## src/hw/bit_branch_defs.vh

```
// constants for the bit-test branch and cpu control execution block
`ifndef BIT_BRANCH_DEFS_VH
`define BIT_BRANCH_DEFS_VH

// operation classes presented by the decoder
`define OP_W 3
`define OP_BIT_SET 3'h0
`define OP_BIT_CLEAR 3'h1
`define OP_CLEAR_IF_SET 3'h2
`define OP_DEC_NONZERO 3'h3
`define OP_INT_ENABLE 3'h4
`define OP_INT_DISABLE 3'h5
`define OP_ZERO_BRANCH 3'h6

// operand selectors
`define SEL_W 3
`define SEL_SADDR 3'h0
`define SEL_SFR 3'h1
`define SEL_ACC 3'h2
`define SEL_PSW 3'h3
`define SEL_PTR_MEM 3'h4
`define SEL_REG_B 3'h5
`define SEL_REG_C 3'h6
`define SEL_NONE 3'h7

// instruction lengths in bytes
`define LEN_W 3
`define LEN_2 3'h2
`define LEN_3 3'h3
`define LEN_4 3'h4

// cpu clock counts, first figure for high-speed ram, second otherwise
`define CLK_W 4
`define CLK_6 4'h6
`define CLK_8 4'h8
`define CLK_9 4'h9
`define CLK_10 4'ha
`define CLK_11 4'hb
`define CLK_12 4'hc
`define CLK_ONE 4'h1

// position of the zero flag inside the program status word
`define PSW_ZERO_BIT 3'h6

// widths
`define ADDR_W 16
`define BYTE_ZERO 8'h00
`define BYTE_ONE 8'h01

`endif

```

## src/hw/bit_test_branch_cpu_control.v

```verilog
// execution of bit-test branches, decrement loops and interrupt enable control
`timescale 1ns/1ps
`default_nettype none
`include "bit_branch_defs.vh"

module bit_test_branch_cpu_control (
    // clock and reset
    input wire clk,
    input wire sys_rst,
    // decoded instruction request
    input wire start,
    input wire [`OP_W-1:0] op_class,
    input wire [`SEL_W-1:0] operand_sel,
    input wire [2:0] bit_sel,
    input wire [7:0] relative_jump_displacement,
    input wire [`ADDR_W-1:0] instr_addr,
    input wire operand_in_hsram,
    input wire code_from_rom,
    // operand values read by the fetch path
    input wire [7:0] operand_byte,
    input wire [7:0] program_status_word,
    // progress and status
    output wire busy,
    output reg done_q,
    output reg bad_op_q,
    output reg timing_valid_q,
    output reg [`CLK_W-1:0] instr_clocks_q,
    output reg [`LEN_W-1:0] instr_length_q,
    // results
    output reg [`ADDR_W-1:0] next_pc_q,
    output reg branch_taken_q,
    output reg wr_en_q,
    output reg [`SEL_W-1:0] wr_sel_q,
    output reg [7:0] wr_data_q,
    output reg master_interrupt_enable_flag
);

    // length in bytes of each legal form
    function [`LEN_W-1:0] instr_len;
        input [`OP_W-1:0] op;
        input [`SEL_W-1:0] sel;
        begin
            instr_len = `LEN_2;
            case (op)
                `OP_BIT_SET: begin
                    instr_len = (sel == `SEL_SFR) ? `LEN_4 : `LEN_3;
                end
                `OP_BIT_CLEAR: begin
                    case (sel)
                        `SEL_SADDR: instr_len = `LEN_4;
                        `SEL_SFR: instr_len = `LEN_4;
                        `SEL_PSW: instr_len = `LEN_4;
                        default: instr_len = `LEN_3;
                    endcase
                end
                `OP_CLEAR_IF_SET: begin
                    case (sel)
                        `SEL_ACC: instr_len = `LEN_3;
                        `SEL_PTR_MEM: instr_len = `LEN_3;
                        default: instr_len = `LEN_4;
                    endcase
                end
                `OP_DEC_NONZERO: begin
                    instr_len = (sel == `SEL_SADDR) ? `LEN_3 : `LEN_2;
                end
                default: instr_len = `LEN_2;
            endcase
        end
    endfunction

    // cpu clock count; hs picks the high-speed ram figure where one exists
    function [`CLK_W-1:0] instr_clk;
        input [`OP_W-1:0] op;
        input [`SEL_W-1:0] sel;
        input hs;
        begin
            instr_clk = `CLK_6;
            case (op)
                `OP_BIT_SET: begin
                    case (sel)
                        `SEL_SADDR: instr_clk = hs ? `CLK_8 : `CLK_9;
                        `SEL_SFR: instr_clk = `CLK_11;
                        `SEL_ACC: instr_clk = `CLK_8;
                        `SEL_PSW: instr_clk = `CLK_9;
                        default: instr_clk = hs ? `CLK_10 : `CLK_11;
                    endcase
                end
                `OP_BIT_CLEAR: begin
                    case (sel)
                        `SEL_SADDR: instr_clk = hs ? `CLK_10 : `CLK_11;
                        `SEL_SFR: instr_clk = `CLK_11;
                        `SEL_ACC: instr_clk = `CLK_8;
                        `SEL_PSW: instr_clk = `CLK_11;
                        default: instr_clk = hs ? `CLK_10 : `CLK_11;
                    endcase
                end
                `OP_CLEAR_IF_SET: begin
                    case (sel)
                        `SEL_SADDR: instr_clk = hs ? `CLK_10 : `CLK_12;
                        `SEL_SFR: instr_clk = `CLK_12;
                        `SEL_ACC: instr_clk = `CLK_8;
                        `SEL_PSW: instr_clk = `CLK_12;
                        default: instr_clk = hs ? `CLK_10 : `CLK_12;
                    endcase
                end
                `OP_DEC_NONZERO: begin
                    if (sel == `SEL_SADDR) begin
                        instr_clk = hs ? `CLK_8 : `CLK_10;
                    end else begin
                        instr_clk = `CLK_6;
                    end
                end
                default: instr_clk = `CLK_6;
            endcase
        end
    endfunction

    // pc + length + sign-extended displacement, wraps in the 16-bit space
    function [`ADDR_W-1:0] rel_target;
        input [`ADDR_W-1:0] base;
        input [`LEN_W-1:0] len;
        input [7:0] disp;
        reg [`ADDR_W-1:0] ext;
        begin
            ext = {{8{disp[7]}}, disp};
            rel_target = base + {{(`ADDR_W-`LEN_W){1'b0}}, len} + ext;
        end
    endfunction

    // pc of the following instruction when no branch is taken
    function [`ADDR_W-1:0] seq_target;
        input [`ADDR_W-1:0] base;
        input [`LEN_W-1:0] len;
        begin
            seq_target = base + {{(`ADDR_W-`LEN_W){1'b0}}, len};
        end
    endfunction

    // legality of an operation and operand pair
    function legal_pair;
        input [`OP_W-1:0] op;
        input [`SEL_W-1:0] sel;
        begin
            legal_pair = 1'b0;
            case (op)
                `OP_BIT_SET, `OP_BIT_CLEAR, `OP_CLEAR_IF_SET: begin
                    legal_pair = (sel <= `SEL_PTR_MEM);
                end
                `OP_DEC_NONZERO: begin
                    legal_pair = (sel == `SEL_SADDR) || (sel == `SEL_REG_B) || (sel == `SEL_REG_C);
                end
                `OP_INT_ENABLE, `OP_INT_DISABLE, `OP_ZERO_BRANCH: begin
                    legal_pair = 1'b1;
                end
                default: legal_pair = 1'b0;
            endcase
        end
    endfunction

    wire timer_running;
    wire timer_expire;
    wire accept;

    // combinational evaluation of the request in its start cycle
    reg [7:0] src_byte;
    reg tested_bit;
    reg [7:0] dec_byte;
    reg take_d;
    reg wr_d;
    reg [7:0] wdata_d;
    reg [`LEN_W-1:0] len_d;
    reg [`CLK_W-1:0] clk_d;
    reg legal_d;

    // results held until the last clock of the instruction
    reg [`ADDR_W-1:0] pend_pc_q;
    reg pend_take_q;
    reg pend_wr_q;
    reg [`SEL_W-1:0] pend_sel_q;
    reg [7:0] pend_data_q;
    reg [`OP_W-1:0] pend_op_q;
    reg pend_legal_q;
    reg pend_rom_q;

    // a new request is taken only while no instruction is in flight
    assign accept = start && !timer_running;
    assign busy = timer_running;

    // pick the tested byte; the status word always comes from its own port
    always @* begin
        src_byte = operand_byte;
        if (operand_sel == `SEL_PSW) begin
            src_byte = program_status_word;
        end
        tested_bit = src_byte[bit_sel];
        dec_byte = operand_byte - `BYTE_ONE;
    end

    // branch decision and write-back data
    always @* begin
        legal_d = legal_pair(op_class, operand_sel);
        len_d = instr_len(op_class, operand_sel);
        clk_d = instr_clk(op_class, operand_sel, operand_in_hsram);
        take_d = 1'b0;
        wr_d = 1'b0;
        wdata_d = src_byte;
        case (op_class)
            `OP_BIT_SET: begin
                take_d = tested_bit;
            end
            `OP_BIT_CLEAR: begin
                take_d = !tested_bit;
            end
            `OP_CLEAR_IF_SET: begin
                // clearing a status bit replaces the whole word, flags included
                take_d = tested_bit;
                wr_d = tested_bit;
                wdata_d = src_byte & ~(`BYTE_ONE << bit_sel);
            end
            `OP_DEC_NONZERO: begin
                // decrement first, then test the new value
                wr_d = 1'b1;
                wdata_d = dec_byte;
                take_d = (dec_byte != `BYTE_ZERO);
            end
            `OP_ZERO_BRANCH: begin
                take_d = program_status_word[`PSW_ZERO_BIT];
            end
            default: begin
                take_d = 1'b0;
            end
        endcase
        // an illegal pair runs its clocks but changes nothing
        if (!legal_d) begin
            take_d = 1'b0;
            wr_d = 1'b0;
        end
    end

    // instruction timer, one tick per cpu clock
    cycle_timer u_timer (
        .clk(clk),
        .sys_rst(sys_rst),
        .load(accept),
        .load_val(clk_d - `CLK_ONE),
        .running(timer_running),
        .expire(timer_expire)
    );

    // capture the outcome when the request is taken
    always @(posedge clk) begin
        if (sys_rst) begin
            pend_pc_q <= {`ADDR_W{1'b0}};
            pend_take_q <= 1'b0;
            pend_wr_q <= 1'b0;
            pend_sel_q <= `SEL_NONE;
            pend_data_q <= `BYTE_ZERO;
            pend_op_q <= `OP_BIT_SET;
            pend_legal_q <= 1'b0;
            pend_rom_q <= 1'b0;
        end else if (accept) begin
            pend_pc_q <= take_d ? rel_target(instr_addr, len_d, relative_jump_displacement)
                                : seq_target(instr_addr, len_d);
            pend_take_q <= take_d;
            pend_wr_q <= wr_d;
            pend_sel_q <= operand_sel;
            pend_data_q <= wdata_d;
            pend_op_q <= op_class;
            pend_legal_q <= legal_d;
            pend_rom_q <= code_from_rom;
        end
    end

    // length and clock count of the instruction being run, shown at once
    always @(posedge clk) begin
        if (sys_rst) begin
            instr_clocks_q <= {`CLK_W{1'b0}};
            instr_length_q <= {`LEN_W{1'b0}};
        end else if (accept) begin
            instr_clocks_q <= clk_d;
            instr_length_q <= len_d;
        end
    end

    // retire on the last clock: pc, write-back and status appear together
    always @(posedge clk) begin
        if (sys_rst) begin
            done_q <= 1'b0;
            wr_en_q <= 1'b0;
            bad_op_q <= 1'b0;
            next_pc_q <= {`ADDR_W{1'b0}};
            branch_taken_q <= 1'b0;
            wr_sel_q <= `SEL_NONE;
            wr_data_q <= `BYTE_ZERO;
            timing_valid_q <= 1'b0;
        end else begin
            done_q <= timer_expire;
            wr_en_q <= timer_expire && pend_wr_q;
            bad_op_q <= timer_expire && !pend_legal_q;
            if (timer_expire) begin
                next_pc_q <= pend_pc_q;
                branch_taken_q <= pend_take_q;
                wr_sel_q <= pend_sel_q;
                wr_data_q <= pend_data_q;
                // code from other memory runs, but its clock count is not guaranteed
                timing_valid_q <= pend_rom_q;
            end
        end
    end

    // master interrupt enable changes as the instruction retires
    always @(posedge clk) begin
        if (sys_rst) begin
            master_interrupt_enable_flag <= 1'b0;
        end else if (timer_expire && pend_legal_q) begin
            if (pend_op_q == `OP_INT_ENABLE) begin
                master_interrupt_enable_flag <= 1'b1;
            end else if (pend_op_q == `OP_INT_DISABLE) begin
                master_interrupt_enable_flag <= 1'b0;
            end
        end
    end

endmodule // bit_test_branch_cpu_control

`default_nettype wire

```

## src/hw/cycle_timer.v

```verilog
// down counter that marks the last cpu clock of an instruction
`timescale 1ns/1ps
`default_nettype none
`include "bit_branch_defs.vh"

module cycle_timer (
    // clock and reset
    input wire clk,
    input wire sys_rst,
    // control
    input wire load,
    input wire [`CLK_W-1:0] load_val,
    // status
    output wire running,
    output wire expire
);

    reg [`CLK_W-1:0] cnt_q;
    reg [`CLK_W-1:0] cnt_d;

    // next count: load wins, otherwise count down to zero
    always @* begin
        cnt_d = cnt_q;
        if (load) begin
            cnt_d = load_val;
        end else if (cnt_q != {`CLK_W{1'b0}}) begin
            cnt_d = cnt_q - `CLK_ONE;
        end
    end

    // counter register
    always @(posedge clk) begin
        if (sys_rst) begin
            cnt_q <= {`CLK_W{1'b0}};
        end else begin
            cnt_q <= cnt_d;
        end
    end

    assign running = (cnt_q != {`CLK_W{1'b0}});
    assign expire = (cnt_q == `CLK_ONE); // last counted clock before done

endmodule // cycle_timer

`default_nettype wire

```

## config.mk

```make
export PLATFORM = sky130hd
export DESIGN_NAME = bit_test_branch_cpu_control
export DESIGN_NICKNAME = d
export VERILOG_FILES = /design/src/hw/bit_test_branch_cpu_control.v /design/src/hw/cycle_timer.v
export VERILOG_INCLUDE_DIRS = /design/src /design/src/hw
export SDC_FILE = /design/constraint.sdc
export NUM_CORES = 1
export LEC_CHECK = 0
export BUFFER_PORTS_ARGS = -buffer_cell sky130_fd_sc_hd__clkbuf_2
export CAP_MARGIN = 10
export CORE_ASPECT_RATIO = 1.75
export CORE_MARGIN = 1
export CORE_UTILIZATION = 24
export CTS_BUF_LIST = sky130_fd_sc_hd__clkbuf_4 sky130_fd_sc_hd__clkbuf_8
export DETAILED_ROUTE_END_ITERATION = 7
export PLACE_DENSITY = 0.48
export SYNTH_ARGS = -nofsm -noshare
export SYNTH_HDL_FRONTEND = slang
export SYNTH_SLANG_ARGS = --single-unit
```

## constraint.sdc

```tcl
create_clock -name clk -period 5.9 [get_ports clk]
set_input_delay 0 -clock clk [delete_from_list [all_inputs] [get_ports clk]]
set_output_delay 0 -clock clk [all_outputs]
set_load 0.1 [all_outputs]
```

### Word-level counts from Yosys, hierarchy flattened

Index checks and enable logic that the tools add are counted.

| word-level totals | value |
|---|---|
| bits in registers | 78 |
| bits of input ports | 54 |
| output and inout bits | 41 |
| logic and storage cells | 95 |

| cells by class | value |
|---|---|
| add/sub/neg operators | 5 |
| magnitude comparators | 2 |
| equal/unequal tests | 15 |
| shifts and indexed selects | 1 |
| multiplexer cells | 28 |
| bitwise logic cells | 2 |
| reductions and logical operators | 22 |

Operators by type and width:

| kind | count |
|---|---|
| == test 3 bit (second input constant) | 8 |
| adder 16 bit | 1 |
| adder 16 x 3 -> 16 bit | 1 |
| two-way mux 16 bit | 1 |
| one-hot mux 4 bit (4 select lines) | 1 |
| one-hot mux 8 bit (2 select lines) | 1 |
| == test 3 x 2 -> 1 bit (second input constant) | 4 |
| two-way mux 3 bit | 4 |
| two-way mux 4 bit | 3 |
| one-hot mux 3 bit (4 select lines) | 1 |
| OR reduction 3 bit | 3 |
| AND 8 bit | 1 |
| two-way mux 1 bit | 8 |
| two-way mux 8 bit | 1 |
| inverter 8 bit | 1 |
| one-hot mux 2 bit (4 select lines) | 1 |
| nonzero test 8 bit | 1 |
| left shift 1 x 3 -> 8 bit (first input constant) | 1 |
| subtractor 4 x 1 -> 4 bit (second input constant) | 2 |
| subtractor 8 x 1 -> 8 bit (second input constant) | 1 |
| == test 3 x 1 -> 1 bit (second input constant) | 2 |
| zero test 3 bit | 2 |
| one-hot mux 3 bit (2 select lines) | 1 |
| OR reduction 2 bit | 3 |
| 15 further kinds | 22 |

### Depth between registers and ports, before layout

| logic depth | value |
|---|---|
| depth in word-level cells | 8 |
| mapped depth | 22 |
| mapped depth without buffers | 21 |

### Cells and area by module

From an unflattened synthesis, not the netlist that was laid out.

| second synthesis, totals | value |
|---|---|
| cell total of the unflattened synthesis | 596 |
| area total of the unflattened synthesis | 4874.7 µm² |

By module, submodules not included:

| module | times used | cells an instance | area each (µm²) | seq. area each (µm²) |
|---|---|---|---|---|
| bit_test_branch_cpu_control | 1 | 568 | 4624.4 | 1481.4 |
| cycle_timer | 1 | 28 | 250.2 | 80.1 |

### Least setup slack after synthesis

Ideal clock, no wire load.

| path | value |
|---|---|
| path kind | input to register |
| start point | input port operand_sel[2] |
| end point | register pend_pc_q[14] |
| setup time | 129 ps |
| data arrival time | 3732 ps |
| data required time | 5771 ps |
| setup slack | 2039 ps |
| cell stages on the path | 17 |
| path buffers | 1 |
| cells stage by stage | clkbuf_1 > xnor2_1 > nor2_1 > nor4_1 > inv_1 > ha_1 > a21o_1 > a21oi_1 > xnor2_1 > ha_1 > o21a_1 > a2111oi_0 > o31ai_1 > nand2_1 > o21ai_0 > nor4b_1 > a211oi_1 |

| on the way | value |
|---|---|
| elaborated cells on any way between the ends | 27 |
| those cells by class | 2 x add/sub; 1 x order compare; 6 x eq/ne; 12 x mux; 6 x reduce/logical |

RTL lines:

| element | RTL line | RTL |
|---|---|---|
| start, declared | bit_test_branch_cpu_control.v:13 | `` input wire [`SEL_W-1:0] operand_sel, `` |
| == test 3 x 2 -> 1 bit, or another cell as far along | bit_test_branch_cpu_control.v:49 | `case (sel)` |
| OR reduction 3 bit (no source line) / OR reduction 2 bit (equally long branches) | - |  |
| two-way mux 3 bit (on tied branches) | bit_test_branch_cpu_control.v:49, bit_test_branch_cpu_control.v:57 |  |
| one-hot mux 3 bit (4 select lines) * | bit_test_branch_cpu_control.v:44 | `case (op)` |
| named net len_d[2] | bit_test_branch_cpu_control.v:171 | `` reg [`LEN_W-1:0] len_d; `` |
| adder 16 x 3 -> 16 bit * | bit_test_branch_cpu_control.v:126, bit_test_branch_cpu_control.v:135 |  |
| adder 16 bit | bit_test_branch_cpu_control.v:126 | `` rel_target = base + {{(`ADDR_W-`LEN_W){1'b0}}, len} + ext; `` |
| two-way mux 16 bit * | bit_test_branch_cpu_control.v:262 | `pend_pc_q <= take_d ? rel_target(instr_addr, len_d, relative_jump_displacement)` |
| end signal, assigned | bit_test_branch_cpu_control.v:253 | `` pend_pc_q <= {`ADDR_W{1'b0}}; `` |
| end signal, assigned | bit_test_branch_cpu_control.v:262 |  |
| end, declared | bit_test_branch_cpu_control.v:176 | `` reg [`ADDR_W-1:0] pend_pc_q; `` |

The timed path passes the listed nets; every way through them passes the cells marked *. The select of a mux whose other input is x is not followed.
A chain may end at the register's enable or synchronous reset.

### Worst setup path after layout

| path | value |
|---|---|
| start point | input port operand_sel[1] |
| end point | register pend_pc_q[14] |

Same word-level chain as after synthesis.

==> results.txt <==
Counting instances, the worst hold path has a depth of 3. The number of vias in the routed layout came out at 4550. At the end of routability-driven placement, the weighted congestion stood at 0.831. Setup violations remaining at the end of the flow were counted as 0. During synthesis, Yosys emitted a total of 0 warnings. The synthesized-area fraction occupied by adder cells is 0.0700. The worst setup path is launched from an input pin. The gate count of the mapped netlist came out at between 600 and 700. Of the total synthesized cell area, the portion taken by AND, OR, NAND and NOR gates is 0.245. The floorplan step set the die width to approximately 110 um.

The maximum buffer depth of the clock tree is 2. Leaving out filler cells and counting taps, the final layout contains about 950. For this run, the leading register cell type out of synthesis is sky130_fd_sc_hd__dfxtp_1.

The worst setup path is captured at a flop. The layout overhead on the synthesized area came out at 18.8%. Counting tap cells, the placed design contains a total of 932 instances. The worst hold path begins at start. Across every metal layer, demand over resource in global routing totals 0.149.

The worst ir drop on vdd is 0.136 mV. The sequential share of the synthesized area came out at 0.321. The classification of the worst-slack hold path is input pin to flop. The worst-case headroom to the max-slew limit is 0.437.

The standby leakage power came out at 0.00233 uW. The antenna diode instance count came out at 0. In the final layout, the share of cells above drive strength 1 is 0.186. The net count reported at finish is 779. The slew at the pin closest to its max-slew limit came out at approximately 0.84 ns.

The standard cell with the maximum stage delay on the critical path is sky130_fd_sc_hd__nor4_1. For the worst flop-to-flop path, the logic depth is 8. Dividing the synthesized area by the synthesized cell count gives 7.78 um^2. Buffers placed on the I/O ports in this run total 94.

The fraction of the cycle the final worst path needs is 0.702. For hold timing, the worst endpoint is u_timer.cnt_q[2]. The final sum of negative setup slack is 0 ns. The clock transition at the registers of the reported paths is 0.09 ns.

The areal power density over the cells is 384 nW/um^2. Entering global routing, the biggest net connects 79 pins. The initialized floorplan defines 68 standard-cell rows. The count of flip-flops with a built-in enable after synthesis is 0.

The synthesized-area fraction occupied by ao, oa, aoi and oai cells is 0.212. Before antenna repair, the detailed router went through 4 iterations. The minimum clock period after layout came out at 4.14 ns. By area the synthesized netlist is led by sky130_fd_sc_hd__dfxtp_1 (32%), sky130_fd_sc_hd__nand2_1 (8.0%), sky130_fd_sc_hd__a21oi_1 (6.9%), sky130_fd_sc_hd__ha_1 (6.2%), sky130_fd_sc_hd__nor2_1 (5.1%). The count of state elements after synthesis came out at 78. Clock tree synthesis inserted a total of 9 buffers. The critical path required time is 6.13 ns. By startpoint and endpoint, the worst setup path is classified as input pin to flop. The initial standard-cell utilization of the core is 0.245. The die is around 190 um tall.

The max-capacitance violation count is 0. Gates resized during post-CTS repair numbered 0. The number of global-route vias before repair came to 4504. The core region area came out at 19800 um^2. The die covers 20800 um^2.

The worst setup slack for register-to-register paths is 3.47 ns. The biggest area contributor in the post-synthesis netlist is sky130_fd_sc_hd__dfxtp_1. The clock reaches the later pin of the worst-skew pair after 0.36 ns. Setup repair after global routing left no endpoint under its margin.

The peak fanout along the critical path is 15. The number of remaining DRC errors is 0. The fraction of synthesized area in multiplexers is 0.0443. The flow ran to the end, and the final reports show no timing, DRC or antenna violations. The fraction of synthesized cell area taken by the top area cell type is 0.321.

Synthesis produced a netlist with a net count of 705. By area, the combinational part of the netlist is dominated by simple AND/OR/NAND/NOR gates. The root cell of the clock tree is sky130_fd_sc_hd__clkbuf_8. The final-layout worst hold slack came out at 0.0108 ns.

The final count of pins violating max slew came out at 0. The clock skew is 0.0115 ns. The utilization after layout came out at 0.291. The proportion of synthesized flip-flops having asynchronous set or reset is 0. For this design, the sink count on the clock tree is 78. The critical path goes through clkbuf_2, xnor2_1, nor2_1, nor4_1, inv_1, ha_1, a21o_1, a21oi_1, xnor2_1, ha_1, o21a_1, a2111oi_0, buf_4, o31ai_1, nand2_1, o21ai_0, nor4b_1, a211oi_1. The peak clock frequency supported by timing came out at 241 MHz.

The average vias per placed instance is 4.79. The maximum single-stage delay on the critical path is 0.62 ns. The origin of the critical flop-to-flop path is u_timer.cnt_q[0]. The count of nets left with antenna violations once routing finished came out at 0. The first global-routing pass estimated between 20000 and 25000 um of wire.

The DRC marker count from the first detailed-route iteration came out at 177. After detailed routing, the average wire length per cell comes to between 15 and 20 um. The hold violation total from the final report came out at 0.

The total congestion overflow is 0. The summed instance area of the synthesized netlist came out at 4860 um^2. The placed wire-length estimate came out at 11400 um. The I/O pin total is 95.

The data arrival time at the worst-slack endpoint came out at 4.37 ns. The unique cell type count in the Yosys netlist is 60. The H-tree depth reported by CTS came out at 3. TritonCTS built the clock tree. Of the total synthesized cell area, the portion taken by XOR and XNOR cells is 0.0613.

The endpoint identified for the worst register-to-register timing path is pend_pc_q[12]. The final layout contains routed wiring with a total length of 14900 um. The number of antenna violations at the first check in global routing came to 0.
-- final cells by class --
type,count,area (um^2)
clock buffers,11,145
clock inverters,5,104
fillers,2244,14000
inverters,16,60.1
multi-input cells,493,3070
flip-flops and latches,78,1560
well taps,245,307
repair buffers,101,526
-- cells in the mapped netlist, drive strengths merged, types with 7 or more instances --
cell type	n
buf	7
clkbuf	31
a31oi	7
o211ai	10
mux2i	11
a21o	7
nor3	16
ha	24
nor2	66
dfxtp	78
xor2	12
nand2	103
a211oi	18
inv	15
o21ai	20
and3	7
xnor2	22
a21oi	67
nand3	14
nand3b	7
nor2b	7
-- cell families after synthesis --
| kind of cell | count (synthesis) |
|---|---|
| and+or+nand+nor | 254 |
| AOI/OAI and AO/OA | 163 |
| DFF | 78 |
| buffers and inverters | 54 |
| xor gates and xnor gates | 34 |
| adders and majority gates | 26 |
| muxes | 16 |
-- layout by cell type, fill, tap and decap left out, drive strengths merged, types with 5 or more instances in the layout --
| cell type | netlist | layout |
|---|---|---|
| a211oi | 18 | 18 |
| a21o | 7 | 7 |
| a21oi | 67 | 67 |
| a31oi | 7 | 7 |
| and3 | 7 | 7 |
| buf | 7 | 6 |
| clkbuf | 31 | 105 |
| dfxtp | 78 | 78 |
| ha | 24 | 24 |
| inv | 15 | 16 |
| mux2i | 11 | 11 |
| nand2 | 103 | 103 |
| nand2b | 6 | 6 |
| nand3 | 14 | 14 |
| nand3b | 7 | 7 |
| nand4 | 6 | 6 |
| nor2 | 66 | 66 |
| nor2b | 7 | 7 |
| nor3 | 16 | 16 |
| o211ai | 10 | 10 |
| o21ai | 20 | 20 |
| o22ai | 6 | 6 |
| o31ai | 5 | 5 |
| xnor2 | 22 | 22 |
| xor2 | 12 | 12 |
-- worst max path at each step --
stage	slack, ns	endpoint	startpoint	depth (start not counted)
final	1.76	pend_pc_q[14]	operand_sel[1]	18
after detailed placement	1.40	pend_pc_q[14]	operand_sel[1]	18
after global routing	1.26	pend_pc_q[14]	operand_sel[1]	20
after global placement	1.42	pend_pc_q[15]	op_class[0]	21
after CTS	1.77	pend_pc_q[14]	operand_sel[1]	18
after floorplan	2.04	pend_pc_q[14]	operand_sel[2]	17
-- flip-flops by register name, summed over array words and instances (netlist names) --
register and count:
next_pc_q 16, master_interrupt_enable_flag 1, pend_op_q 3, wr_data_q 8
timing_valid_q 1, pend_data_q 8, pend_sel_q 3, pend_legal_q 1
pend_wr_q 1, done_q 1, bad_op_q 1, pend_rom_q 1
branch_taken_q 1, wr_en_q 1, pend_take_q 1, pend_pc_q 16
instr_length_q 3, u_timer.cnt_q 4, wr_sel_q 3, instr_clocks_q 4
-- repair_timing --
item / 4_1_cts / 5_1_grt
setup buffers: 0 / 0
hold buffers: 1 / 0
endpoints found under the hold margin: 1 / 0
-- metal layers --
metal  share of wire  global-route usage  wire length [um]  vias to the layer above
li1                -                   -                 -                     2362
met1            0.39               0.163              5860                     2075
met2            0.55               0.283              8200                       92
met3           0.031              0.0188               469                       21
met4           0.025              0.0544               368                        0
met5               0                   0                 0                        -
-- per-stage QoR --
stage / power (uW) / setup slack (ns) / cell area (um^2)
2_1_floorplan: 1500 / 2.04 / 4860
3_5_place_dp: 1740 / 1.40 / 5520
3_3_place_gp: 1740 / 1.42 / 5520
5_1_grt: 2370 / 1.26 / 5780
6_report: 2220 / 1.76 / 5780
4_1_cts: 2250 / 1.77 / 5780
-- power by group --
| part | total, uW | switching [uW] | internal, uW |
|---|---|---|---|
| clock network | 502 | 203 | 298 |
| registers | 705 | 63.0 | 642 |
| logic | 1010 | 745 | 268 |
| total | 2220 | 1010 | 1210 |
-- critical path: cells and delay by family --
family          cells  cell delay, ns
compound gates      7            1.56
simple gates        4            1.17
fa+ha+maj           2            0.61
buf+inv             3            0.54
xor+xnor            2            0.48
Note: power is estimated with default switching activity, not from simulation.
